### src/async_timer_regs.svh
`ifndef ASYNC_TIMER_REGS_SVH
`define ASYNC_TIMER_REGS_SVH

// ----------------------------------------------------------------
// Register byte addresses
// ----------------------------------------------------------------
`define ADDR_COUNT 8'h00
`define ADDR_COMPARE 8'h04
`define ADDR_CONTROL 8'h08
`define ADDR_ASYNC_STATUS 8'h0C
`define ADDR_IRQ_ENABLE 8'h10
`define ADDR_FLAGS 8'h14
`define ADDR_GENERAL 8'h18

// ----------------------------------------------------------------
// Field positions
// ----------------------------------------------------------------
`define CTRL_CS_LSB 0
`define CTRL_MODE_LSB 4
`define ST_CONTROL_BUSY 0
`define ST_COMPARE_BUSY 1
`define ST_COUNT_BUSY 2
`define ST_EXT_CLOCK 3
`define ST_ASYNC_SEL 4
`define IRQ_OVERFLOW 0
`define IRQ_COMPARE 1
`define GEN_PRESCALER_RESET 1

// ----------------------------------------------------------------
// Reset values, timing counts and register slot indices
// ----------------------------------------------------------------
`define RESET_BYTE 8'h00
`define COMMIT_EDGES 2
`define FLAG_SYNC_CYCLES 3
`define REG_COUNT 0
`define REG_COMPARE 1
`define REG_CONTROL 2
`endif

### src/async_timer_pkg.sv
package async_timer_pkg;
   typedef enum logic [2:0] {
      CS_STOP = 3'h0,
      CS_DIRECT = 3'h1,
      CS_DIV8 = 3'h2,
      CS_DIV32 = 3'h3,
      CS_DIV64 = 3'h4,
      CS_DIV128 = 3'h5,
      CS_DIV256 = 3'h6,
      CS_DIV1024 = 3'h7
   } clock_select_type;
   typedef enum logic [1:0] {
      OUT_NONE = 2'h0,
      OUT_TOGGLE = 2'h1,
      OUT_CLEAR = 2'h2,
      OUT_SET = 2'h3
   } output_mode_type;
endpackage : async_timer_pkg

### src/async_timer.sv
`include "async_timer_regs.svh"

module async_timer
   import async_timer_pkg::*;
#(
   parameter int SYNC_STAGES = `FLAG_SYNC_CYCLES
) (
   input wire logic clk,
   input wire logic rst_n,
   input wire logic psel,
   input wire logic penable,
   input wire logic pwrite,
   input wire logic [7:0] paddr,
   input wire logic [31:0] pwdata,
   output logic [31:0] prdata,
   output logic pready,
   output logic pslverr,
   input wire logic timer_osc_input_pin,
   input wire logic sleep_active,
   input wire logic power_down,
   output logic compare_out,
   output logic osc_enable,
   output logic osc_pins_detached,
   output logic external_clock_enable,
   output logic wake_request
);
   initial begin
      if (SYNC_STAGES != `FLAG_SYNC_CYCLES) begin
         $error("SYNC_STAGES must be 3");
      end
   end

   // ----------------------------------------------------------------
   // Helpers
   // ----------------------------------------------------------------
   function automatic logic div_tick(input logic [2:0] sel,
                                     input logic src,
                                     input logic [9:0] pre);
      logic [9:0] mask;
      mask = 10'h000;
      unique case (clock_select_type'(sel))
         CS_STOP: mask = 10'h000;
         CS_DIRECT: mask = 10'h000;
         CS_DIV8: mask = 10'h007;
         CS_DIV32: mask = 10'h01F;
         CS_DIV64: mask = 10'h03F;
         CS_DIV128: mask = 10'h07F;
         CS_DIV256: mask = 10'h0FF;
         CS_DIV1024: mask = 10'h3FF;
      endcase
      div_tick = (sel != 3'h0) && src && ((pre & mask) == mask);
   endfunction : div_tick

   // ----------------------------------------------------------------
   // Oscillator pin synchroniser
   // ----------------------------------------------------------------
   logic osc_s1_ff, osc_s2_ff, osc_s3_ff;
   always_ff @(posedge clk or negedge rst_n) begin
      if (!rst_n) begin
         osc_s1_ff <= 1'b0;
         osc_s2_ff <= 1'b0;
         osc_s3_ff <= 1'b0;
      end else begin
         osc_s1_ff <= timer_osc_input_pin;
         osc_s2_ff <= osc_s1_ff;
         osc_s3_ff <= osc_s2_ff;
      end
   end
   // Rising edges can only be resolved while clk is over four times the
   // oscillator rate.
   logic osc_rise;
   assign osc_rise = osc_s2_ff && !osc_s3_ff;

   // ----------------------------------------------------------------
   // Timer state
   // ----------------------------------------------------------------
   logic [7:0] count_ff, nxt_count;
   logic [7:0] compare_ff, nxt_compare;
   logic [7:0] control_ff, nxt_control;
   logic [7:0] count_copy_ff, nxt_count_copy;
   logic [7:0] hold_ff [3], nxt_hold [3];
   logic [1:0] edges_ff [3], nxt_edges [3];
   logic [2:0] pend_ff, nxt_pend;
   logic async_sel_ff, nxt_async_sel;
   logic ext_clk_ff, nxt_ext_clk;
   logic [1:0] irq_en_ff, nxt_irq_en;
   logic [1:0] flags_ff, nxt_flags;
   logic [2:0] pipe_ff, nxt_pipe;
   logic [9:0] pre_ff, nxt_pre;
   logic cmp_out_ff, nxt_cmp_out;
   logic osc_en_ff, nxt_osc_en;
   logic detach_ff, nxt_detach;
   logic wake_ff, nxt_wake;
   logic armed_ff, nxt_armed;
   logic [31:0] prdata_ff, nxt_prdata;
   logic pready_ff, nxt_pready;
   logic pslverr_ff, nxt_pslverr;

   logic src_tick, pre_tick, wr_acc, rd_acc, cmp_event, ovf_event;
   logic mapped;

   // Source is the I/O clock by default; the select moves it to the pin.
   // Nothing is carried over on a switch, so contents may be corrupted.
   assign src_tick = async_sel_ff ? osc_rise : 1'b1;
   assign pre_tick = div_tick(control_ff[2:0], src_tick, pre_ff);
   assign wr_acc = psel && penable && pready_ff && pwrite;
   assign rd_acc = psel && !penable && !pwrite;
   assign mapped = (paddr <= `ADDR_GENERAL) && (paddr[1:0] == 2'h0);
   // A pending count or compare write blocks the match.
   assign cmp_event = pre_tick && (count_ff == compare_ff)
                      && !pend_ff[`REG_COUNT] && !pend_ff[`REG_COMPARE];
   assign ovf_event = pre_tick && (count_ff == 8'hFF)
                      && !pend_ff[`REG_COUNT];

   always_comb begin
      nxt_count = count_ff;
      nxt_compare = compare_ff;
      nxt_control = control_ff;
      nxt_hold = hold_ff;
      nxt_edges = edges_ff;
      nxt_pend = pend_ff;
      nxt_async_sel = async_sel_ff;
      nxt_ext_clk = ext_clk_ff;
      nxt_irq_en = irq_en_ff;
      nxt_flags = flags_ff;
      nxt_pre = pre_ff;
      nxt_cmp_out = cmp_out_ff;
      nxt_count_copy = count_copy_ff;
      nxt_pready = psel && !penable;
      nxt_pslverr = psel && !penable && !mapped;
      nxt_prdata = prdata_ff;

      if (pre_tick) begin
         nxt_count = count_ff + 8'h01;
      end
      if (src_tick) begin
         nxt_pre = pre_ff + 10'h001;
      end
      // Output pin follows the timer tick, not the CPU clock.
      if (cmp_event) begin
         unique case (output_mode_type'(control_ff[5:4]))
            OUT_NONE: nxt_cmp_out = cmp_out_ff;
            OUT_TOGGLE: nxt_cmp_out = !cmp_out_ff;
            OUT_CLEAR: nxt_cmp_out = 1'b0;
            OUT_SET: nxt_cmp_out = 1'b1;
         endcase
      end

      // Each register owns its own holding slot and edge count.
      for (int i = 0; i < 3; i++) begin
         if (pend_ff[i] && (!async_sel_ff || osc_rise)) begin
            nxt_edges[i] = edges_ff[i] + 2'h1;
            if (!async_sel_ff
                || edges_ff[i] == 2'(`COMMIT_EDGES - 1)) begin
               nxt_pend[i] = 1'b0;
               unique case (i)
                  `REG_COUNT: nxt_count = hold_ff[i];
                  `REG_COMPARE: nxt_compare = hold_ff[i];
                  default: nxt_control = hold_ff[i];
               endcase
            end
         end
      end
      // Read copy refreshes every clk in sync mode, and only on each rising oscillator edge in async mode.
      if (!async_sel_ff || osc_rise) begin
         nxt_count_copy = nxt_count;
      end

      if (async_sel_ff) begin
         if (pipe_ff[2]) begin
            nxt_flags[`IRQ_COMPARE] = 1'b1;
         end
      end else if (cmp_event) begin
         nxt_flags[`IRQ_COMPARE] = 1'b1;
      end
      if (ovf_event) begin
         nxt_flags[`IRQ_OVERFLOW] = 1'b1;
      end

      if (wr_acc) begin
         unique case (paddr)
            `ADDR_COUNT, `ADDR_COMPARE, `ADDR_CONTROL: begin
               nxt_hold[paddr[3:2]] = pwdata[7:0];
               nxt_edges[paddr[3:2]] = 2'h0;
               nxt_pend[paddr[3:2]] = 1'b1;
            end
            `ADDR_ASYNC_STATUS: begin
               nxt_async_sel = pwdata[`ST_ASYNC_SEL];
               nxt_ext_clk = pwdata[`ST_EXT_CLOCK];
            end
            `ADDR_IRQ_ENABLE: nxt_irq_en = pwdata[1:0];
            `ADDR_FLAGS: begin
               // Write one clears; a same-cycle event keeps the flag.
               if (pwdata[`IRQ_COMPARE] && !(async_sel_ff ? pipe_ff[2]
                                                           : cmp_event)) begin
                  nxt_flags[`IRQ_COMPARE] = 1'b0;
               end
               if (pwdata[`IRQ_OVERFLOW] && !ovf_event) begin
                  nxt_flags[`IRQ_OVERFLOW] = 1'b0;
               end
            end
            `ADDR_GENERAL: begin
               if (pwdata[`GEN_PRESCALER_RESET]) begin
                  nxt_pre = 10'h000;
               end
            end
            default: nxt_prdata = prdata_ff;
         endcase
      end

      // Losing the oscillator leaves the timer state undefined, so
      // pending transfers are dropped rather than half committed.
      if (power_down) begin
         nxt_pend = 3'h0;
      end

      if (rd_acc) begin
         unique case (paddr)
            `ADDR_COUNT: nxt_prdata = {24'h00_0000, count_copy_ff};
            `ADDR_COMPARE: nxt_prdata = {24'h00_0000, compare_ff};
            `ADDR_CONTROL: nxt_prdata = {24'h00_0000, control_ff};
            `ADDR_ASYNC_STATUS: nxt_prdata = {27'h000_0000, async_sel_ff,
               ext_clk_ff, pend_ff[`REG_COUNT], pend_ff[`REG_COMPARE],
               pend_ff[`REG_CONTROL]};
            `ADDR_IRQ_ENABLE: nxt_prdata = {30'h0000_0000, irq_en_ff};
            `ADDR_FLAGS: nxt_prdata = {30'h0000_0000, flags_ff};
            default: nxt_prdata = 32'h0000_0000;
         endcase
      end
   end

   // ----------------------------------------------------------------
   // Flag synchroniser, oscillator control and wake-up
   // ----------------------------------------------------------------
   always_comb begin
      nxt_pipe = {pipe_ff[1:0], async_sel_ff && cmp_event};
      nxt_osc_en = async_sel_ff && !power_down;
      nxt_detach = async_sel_ff;
      nxt_wake = wake_ff;
      nxt_armed = armed_ff;
      // The wake logic rearms on the first rising oscillator edge seen while awake.
      if (!sleep_active && osc_rise) begin
         nxt_armed = 1'b1;
         nxt_wake = 1'b0;
      end
      if (sleep_active && armed_ff && async_sel_ff && osc_rise
          && (|(flags_ff & irq_en_ff))) begin
         nxt_wake = 1'b1;
         nxt_armed = 1'b0;
      end
   end

   always_ff @(posedge clk or negedge rst_n) begin
      if (!rst_n) begin
         count_ff <= `RESET_BYTE;
         compare_ff <= `RESET_BYTE;
         control_ff <= `RESET_BYTE;
         count_copy_ff <= `RESET_BYTE;
         for (int i = 0; i < 3; i++) begin
            hold_ff[i] <= `RESET_BYTE;
            edges_ff[i] <= 2'h0;
         end
         pend_ff <= 3'h0;
         async_sel_ff <= 1'b0;
         ext_clk_ff <= 1'b0;
         irq_en_ff <= 2'h0;
         flags_ff <= 2'h0;
         pipe_ff <= 3'h0;
         pre_ff <= 10'h000;
         cmp_out_ff <= 1'b0;
         osc_en_ff <= 1'b0;
         detach_ff <= 1'b0;
         wake_ff <= 1'b0;
         armed_ff <= 1'b1;
         prdata_ff <= 32'h0000_0000;
         pready_ff <= 1'b0;
         pslverr_ff <= 1'b0;
      end else begin
         count_ff <= nxt_count;
         compare_ff <= nxt_compare;
         control_ff <= nxt_control;
         count_copy_ff <= nxt_count_copy;
         hold_ff <= nxt_hold;
         edges_ff <= nxt_edges;
         pend_ff <= nxt_pend;
         async_sel_ff <= nxt_async_sel;
         ext_clk_ff <= nxt_ext_clk;
         irq_en_ff <= nxt_irq_en;
         flags_ff <= nxt_flags;
         pipe_ff <= nxt_pipe;
         pre_ff <= nxt_pre;
         cmp_out_ff <= nxt_cmp_out;
         osc_en_ff <= nxt_osc_en;
         detach_ff <= nxt_detach;
         wake_ff <= nxt_wake;
         armed_ff <= nxt_armed;
         prdata_ff <= nxt_prdata;
         pready_ff <= nxt_pready;
         pslverr_ff <= nxt_pslverr;
      end
   end

   assign prdata = prdata_ff;
   assign pready = pready_ff;
   assign pslverr = pslverr_ff;
   assign compare_out = cmp_out_ff;
   assign osc_enable = osc_en_ff;
   assign osc_pins_detached = detach_ff;
   assign external_clock_enable = ext_clk_ff;
   assign wake_request = wake_ff;
endmodule : async_timer

### config.mk
export PLATFORM = sky130hd
export DESIGN_NAME = async_timer
export DESIGN_NICKNAME = d
export VERILOG_FILES = /design/src/async_timer_pkg.sv /design/src/async_timer.sv
export VERILOG_INCLUDE_DIRS = /design/src /design/src/src
export SDC_FILE = /design/constraint.sdc
export NUM_CORES = 1
export LEC_CHECK = 0
export BUFFER_PORTS_ARGS = -buffer_cell sky130_fd_sc_hd__buf_2
export CAP_MARGIN = 15
export CORE_MARGIN = 3
export CORE_UTILIZATION = 55
export CTS_CLUSTER_SIZE = 14
export DETAILED_ROUTE_END_ITERATION = 16
export GPL_ROUTABILITY_DRIVEN = 0
export PLACE_DENSITY_LB_ADDON = 0.3
export SLEW_MARGIN = 20
export SYNTH_ARGS = -nofsm -noshare
export SYNTH_HDL_FRONTEND = slang
export SYNTH_SLANG_ARGS = --single-unit
### constraint.sdc
create_clock -name clk -period 3.9 [get_ports clk]
set_input_delay 0.78 -clock clk [delete_from_list [all_inputs] [get_ports clk]]
set_output_delay 0.78 -clock clk [all_outputs]
set_load 0.005 [all_outputs]
==> results of run 1 <==
[metal layers]
metal	track usage (%)	part of all wire, %	routed length [um]	vias to the layer above
li1	-	-	-	1516
met1	30.45	47	4707	1655
met2	31.91	45	4502	112
met3	3.892	6.0	600	12
met4	6.839	1.5	147	0
met5	0	0	0	-
[state kept, by name (all words and copies together) (netlist names), 2 cells and up]
name           cells
pre_ff            10
count_ff           8
hold_ff           24
flags_ff           2
pipe_ff            3
prdata             8
irq_en_ff          2
pend_ff            3
edges_ff           6
control_ff         8
count_copy_ff      8
compare_ff         8
[logic make-up after synthesis]
family / Yosys count
xor gates and xnor gates: 25
buffers and inverters: 45
other: 1
adders and majority gates: 5
DFF: 102
AOI/OAI and AO/OA: 56
and+or+nand+nor: 134
muxes: 58
[power by group through the flow]
stage	clock network, uW	registers, uW	logic [uW]
3_5_place_dp	0	1170	123
5_1_grt	785	1160	139
4_1_cts	748	1150	123
6_report	743	1150	121
2_1_floorplan	0	1160	88.7
3_3_place_gp	0	1170	117
[layout by cell type (no fill, tap or decap), drive strengths merged, types with 11 or more instances in the layout]
cell type / n
a21oi: 17
conb: 24
buf: 42
xor2: 17
mux2: 44
clkbuf: 11
dfrtp: 101
nand2: 34
o21ai: 15
nor2: 47
[cell type report]
class                      count  area, um^2  share of cell area (%)
sequential                   102        2554                   48.53
clock inverter                 5       82.58                   1.569
clock buffer                  11       141.4                   2.687
timing repair buffer          42       222.7                   4.232
multi-input combinational    302        2108                   40.06
tap                          105       131.4                   2.496
inverter                       6       22.52                  0.4280
[stage by stage]
step | instances | total power, uW | hold WS (ns) | utilization (%) | setup slack [ns]
floorplan | 449 | 1245 | 0.3312 | - | 1.350
global placement | 557 | 1284 | 0.3322 | 60.11 | 0.8827
detailed placement | 557 | 1291 | 0.3441 | 60.11 | 0.8643
CTS | 573 | 2020 | 0.3553 | 62.79 | 1.237
global route | 573 | 2081 | 0.3570 | 62.79 | 1.169
finish | 573 | 2013 | 0.3578 | 62.79 | 1.241
[Yosys cell counts, types with 2 or more instances]
| master | instances |
|---|---|
| nor2_1 | 46 |
| mux2_4 | 7 |
| a22oi_1 | 7 |
| inv_1 | 6 |
| buf_1 | 2 |
| xnor2_1 | 8 |
| nand3_1 | 9 |
| dfrtp_1 | 101 |
| mux2i_1 | 9 |
| nor2b_1 | 5 |
| a21oi_1 | 17 |
| o22ai_1 | 2 |
| buf_4 | 27 |
| o21ai_0 | 15 |
| mux4_2 | 5 |
| mux2_2 | 37 |
| a31oi_1 | 4 |
| a221o_2 | 3 |
| nand4_1 | 9 |
| nor4_1 | 4 |
| or3_1 | 3 |
| nand2_1 | 34 |
| buf_6 | 2 |
| ha_1 | 5 |
| xor2_1 | 17 |
| clkbuf_1 | 7 |
| and2_1 | 3 |
| nand2b_1 | 3 |
| nor3_1 | 8 |
| a21boi_1 | 3 |
[how the worst max path moves through the flow]
| stage | startpoint | endpoint | slack, ns | depth (start not counted) |
|---|---|---|---|---|
| after global routing | paddr[1] | hold_ff[1] | 1.17 | 6 |
| after global placement | paddr[1] | hold_ff[13] | 0.88 | 5 |
| after detailed placement | paddr[1] | hold_ff[12] | 0.86 | 5 |
| after CTS | paddr[1] | hold_ff[9] | 1.24 | 5 |
| after floorplan | paddr[1] | hold_ff[17] | 1.35 | 6 |
| final | paddr[1] | hold_ff[1] | 1.24 | 6 |
==> results.yml, run 1 <==
worst_setup_path:
  critPathKind: "input port to register"
  cpPeakStageDelay_ns: 0.54
  cp.required_ns: 4.14
  r2r-end: "compare_out"
  critPathSlowestCell: "or4_4"
  path_cells: "buf_2 -> or4_4 -> or3_1 -> nor2_2 -> buf_4 -> mux2_2"
  start_kind: "input port"
  rrSetupSlack_ns: 1.64
  path_delay_family: "simple AND/OR/NAND/NOR gates"
  worstPathMaxFanout: 6
  endpoint_kind: "register"
  rr_startpoint: "async_sel_ff"
  path_buf_inv: 2
  rr_worst_depth: 5
  critPathArrivalTime_ns: 2.90
clock_network:
  cts_hold_buffers: 0
  cts.clk_slew.worst_paths_ns: 0.10
  clock_path_buffers: 2
  clock_sinks: 102
  htree_levels: 3
  root_buffer: "clkbuf_8"
  cts_tree: "built"
  cts_buffers: 9
  clock_latency_ns: 0.36
  post_cts_resized: 0
  cts_setup_buffers: 0
cells_and_area:
  syn2layout_area_growth_pct: 8.235
  num_antenna_cells: 0
  fill_cells: 645
  fin_nets: 516
  drive_gt1_share_pct: 24.79
  design_area_mm2: 0.005263
logic_synthesis:
  synth_xor_area_share_pct: 4.503
  synth_seq_cells: 102
  syn-mean-instance-area_um2: 11.41
  synth_top_flop_cell: "dfrtp_1"
  synth-async-reset-ratio_pct: 100.0
  synthCells: 426
  yosysUniqueCellTypes: 48
  synth-simple-area-share_pct: 13.64
  muxShareOfSynthArea_pct: 14.90
  yosysWarningCount: 0
  synth.area.top_cells: "dfrtp_1, mux2_2, buf_4"
  synth_top_cell_by_area: "dfrtp_1"
  yosysSeqAreaShare_pct: 52.52
  syn_area_mm2: 0.004862
  synth_edf_count: 0
  synthAdderAreaFrac_pct: 1.287
  synth_top_family_by_area: "multiplexers"
  synth_compound_area_share_pct: 7.180
  yosys.area.top_type_share_pct: 51.98
hold_path:
  worst_hold_path.endpoint: "pipe_ff[2]"
  holdPathStages: 0
  hp-start: "pipe_ff[1]"
  hold_path_class: "register to register"
timing:
  fin_crit_sh_pct: 68.18
  setup_tns_ns: 0
  clock.fmax_ghz: 0.3761
  rsz0062_at_grt: "no"
  worst_slew_pin_slew_ns: 1.179
  slew_headroom_pct: 21.21
  hold_viol: 0
  final_max_slew_viol_count: 0
  clock_skew_ns: 0.01225
  post-route-min-period_ns: 2.659
  finalSetupViolCount: 0
power:
  powerDensity_mw_per_mm2: 382.5
  intPower_uw: 1526
  switchingPower_uw: 487.1
  swShare_pct: 24.20
  combPwrFrac_pct: 6.0
  leakage_uw: 0.002561
  seqPwrFrac_pct: 57.1
  clkPwrFrac_pct: 36.9
  ir_drop_mv: 0.2206
drt:
  drt_iter0_markers: 235
  vias: 3295
  wl_per_cell_um: 17.38
  dr.pass1.iters: 5
  drc: 0
  finalWirelength_mm: 9.957
  ant_nets: 0
  vias_per_cell: 5.750
die:
  die_area_mm2: 0.01000
  initial_utilization_pct: 58.01
  num_rows: 33
  die_x_um: 100.0
  core_area_mm2: 0.008382
  die_y_um: 100.0
  io_pins: 87
placed_design:
  hpwl_mm: 6.940
  place_area_mm2: 0.005039
  port_buffers: 38
global_routing:
  globalRouteOverflowTotal: 0
  first_global_vias: 3157
  grt_max_degree: 48
  antenna_found_initial: 0
  grt_pass1_wl_mm: 16.28
  grt.total_usage_pct: 20.90
job:
  drv_cap: 0
run_status:
  status: "finished, final reports clean"
Power figures use the tool's default switching activity.
==> run 2: changes to the inputs <==
ABC_AREA = 1   (was default)
clock period = 2.6 ns   (was 3.9 ns; I/O delays follow)
==> results.yml, run 2 <==
drt:
  vias_per_cell: 5.276
  vias: 4147
  wl_per_cell_um: 14.66
  finalWirelength_mm: 11.52
  drt_iter0_markers: 275
  dr.pass1.iters: 5
  drc: 0
  ant_nets: 0
worst_setup_path:
  endpoint_kind: "register"
  start_kind: "register"
  critPathArrivalTime_ns: 2.24
  cp.required_ns: 2.85
  rrSetupSlack_ns: 0.61
  r2r-end: "count_copy_ff[0]"
  critPathKind: "register to register"
  rr_worst_depth: 10
  rr_startpoint: "osc_s3_ff"
  worstPathMaxFanout: 15
timing:
  fin_ws_ns: 0.6147
  finalSetupViolCount: 0
  clock_skew_ns: 0.009001
  slew_headroom_pct: 55.26
  worst_slew_pin_slew_ns: 0.6710
  fin_crit_sh_pct: 76.36
  setup_tns_ns: 0
  post-route-min-period_ns: 1.985
  final_max_slew_viol_count: 0
  clock.fmax_ghz: 0.5037
  rsz0062_at_grt: "no"
  hold_viol: 0
clock_network:
  clock_path_buffers: 2
  cts_tree: "built"
  htree_levels: 3
  post_cts_resized: 0
  cts_buffers: 9
  clock_sinks: 102
  clock_latency_ns: 0.36
  cts_hold_buffers: 0
  root_buffer: "clkbuf_8"
  cts.clk_slew.worst_paths_ns: 0.09
  cts_setup_buffers: 0
run_status:
  status: "finished, final reports clean"
logic_synthesis:
  synth_top_family_by_area: "simple AND/OR/NAND/NOR gates"
  syn_area_mm2: 0.005179
  synth_top_cells_by_count: "nand2_1, dfrtp_1, inv_1, nor2_1, o21ai_0"
  synthCells: 632
  syn-mean-instance-area_um2: 8.194
  yosysSeqAreaShare_pct: 49.31
  muxShareOfSynthArea_pct: 1.305
  yosysWarningCount: 0
  yosysUniqueCellTypes: 40
  synth_seq_cells: 102
  yosysMostFrequentCell: "nand2_1"
  synth-async-reset-ratio_pct: 100.0
  synth_edf_count: 0
  synth_top_cell_by_area: "dfrtp_1"
  synth-simple-area-share_pct: 27.01
  synthAdderAreaFrac_pct: 1.208
  synth.area.top_cells: "dfrtp_1, nand2_1, inv_1"
  yosys.area.top_type_share_pct: 48.80
  synth_compound_area_share_pct: 8.360
  synth_top_flop_cell: "dfrtp_1"
  synth_xor_area_share_pct: 2.199
global_routing:
  globalRouteOverflowTotal: 0
  grt.total_usage_pct: 23.51
  first_global_vias: 4019
  grt_max_degree: 49
  antenna_found_initial: 0
  grt_pass1_wl_mm: 19.27
power:
  combPwrFrac_pct: 18.1
  clkPwrFrac_pct: 26.7
  seqPwrFrac_pct: 55.2
  leakage_uw: 0.003010
  ir_drop_mv: 0.2572
  intPower_uw: 2359
  switchingPower_uw: 1105
  powerDensity_mw_per_mm2: 623.8
  swShare_pct: 31.89
cells_and_area:
  mostFrequentLayoutCells: "nand2_1, dfrtp_1, inv_1"
  largest_reg_flops: 24
  syn2layout_area_growth_pct: 7.224
  fill_cells: 784
  top_register: "hold_ff"
  num_antenna_cells: 0
  final_common_cell: "nand2_1"
  drive_gt1_share_pct: 14.60
  reg_top3: "hold_ff (24), pre_ff (10)"
  fin_nets: 726
die:
  num_rows: 34
  die_area_mm2: 0.01062
  initial_utilization_pct: 57.97
  core_area_mm2: 0.008934
  io_pins: 87
  die_y_um: 103.0
  die_x_um: 103.0
job:
  drv_cap: 0
placed_design:
  hpwl_mm: 8.488
  port_buffers: 38
  post-place-ws_ns: 0.5231
hold_path:
  hold_path_class: "input port to asynchronous set/reset pin"
## run 2: changes by cell type in the layout (fill, tap and decap cells not counted), moves of 7 or more
cell	change
mux2_2	-31
nand3_1	+18
nand2_1	+161
inv_1	+65
a22oi_1	-7
o21ai_0	+16
mux2_4	-7
xor2_1	-7
o21ai_2	+9
mux2i_1	-9
nor2_1	+7
## run 2: cell type report
class                           instances  area, um^2  share of cell area (%)
Multi-Input combinational cell        441        2166                   39.00
Clock inverter                          4       33.78                  0.6084
Clock buffer                           12       145.1                   2.614
Sequential cell                       102        2554                   45.99
Timing Repair Buffer                   40       220.2                   3.966
Inverter                               79       299.0                   5.385
Tap cell                              108       135.1                   2.434
## run 2: cells by family after synthesis
| group | count (synthesis) |
|---|---|
| mux | 6 |
| fa+ha+maj | 5 |
| flops | 102 |
| simple gates | 319 |
| compound gates | 74 |
| other cells | 1 |
| xor+xnor | 13 |
| buf+inv | 112 |
## run 2: power by group through the flow
stage | clock network, uW | logic, uW | registers (uW)
2_1_floorplan | 0 | 481 | 1900
3_3_place_gp | 0 | 584 | 1930
3_5_place_dp | 0 | 617 | 1940
4_1_cts | 942 | 621 | 1910
5_1_grt | 1010 | 727 | 1940
6_report | 925 | 626 | 1910
## run 2: worst max path at each step
| stage | slack [ns] | to | start | cells past startpoint |
|---|---|---|---|---|
| after floorplan | 0.96 | hold_ff[7] | paddr[5] | 9 |
| after global placement | 0.60 | hold_ff[7] | paddr[5] | 9 |
| after detailed placement | 0.52 | hold_ff[6] | paddr[5] | 9 |
| after CTS | 0.63 | count_copy_ff[0] | osc_s3_ff | 10 |
| after global routing | 0.48 | compare_out | osc_s2_ff | 11 |
| final | 0.61 | count_copy_ff[0] | osc_s3_ff | 10 |
## run 2: per-layer routing
layer | global-route usage (%) | part of all wire (%) | vias up
met4 | 7.271 | 1.6 | 0
met2 | 38.33 | 47 | 161
met1 | 31.68 | 44 | 1956
met3 | 4.939 | 7.1 | 17
met5 | 0 | 0 | -
li1 | - | - | 2013
## run 2: worst max-delay path, cell delays in order (launching register included)
cell and delay (ns):
dfrtp_1 0.41, nor2_4 0.21, inv_2 0.10, nand2_4 0.21
nand3_1 0.13, nor2_2 0.41, nand2_1 0.10, nand3_1 0.11
nand2_1 0.08, nand2_1 0.06, nand2_1 0.06
## run 2: stage by stage
step | instances | instance area, um^2 | hold slack, ns | total power [uW] | utilization (%)
finish | 786 | 5553 | 0.03350 | 3464 | 62.16
floorplan | 655 | 5265 | 0.2244 | 2376 | -
global placement | 770 | 5374 | 0.3348 | 2511 | 60.15
CTS | 786 | 5553 | 0.03519 | 3473 | 62.16
global route | 786 | 5553 | 0.04023 | 3676 | 62.16
detailed placement | 770 | 5374 | 0.3373 | 2555 | 60.15
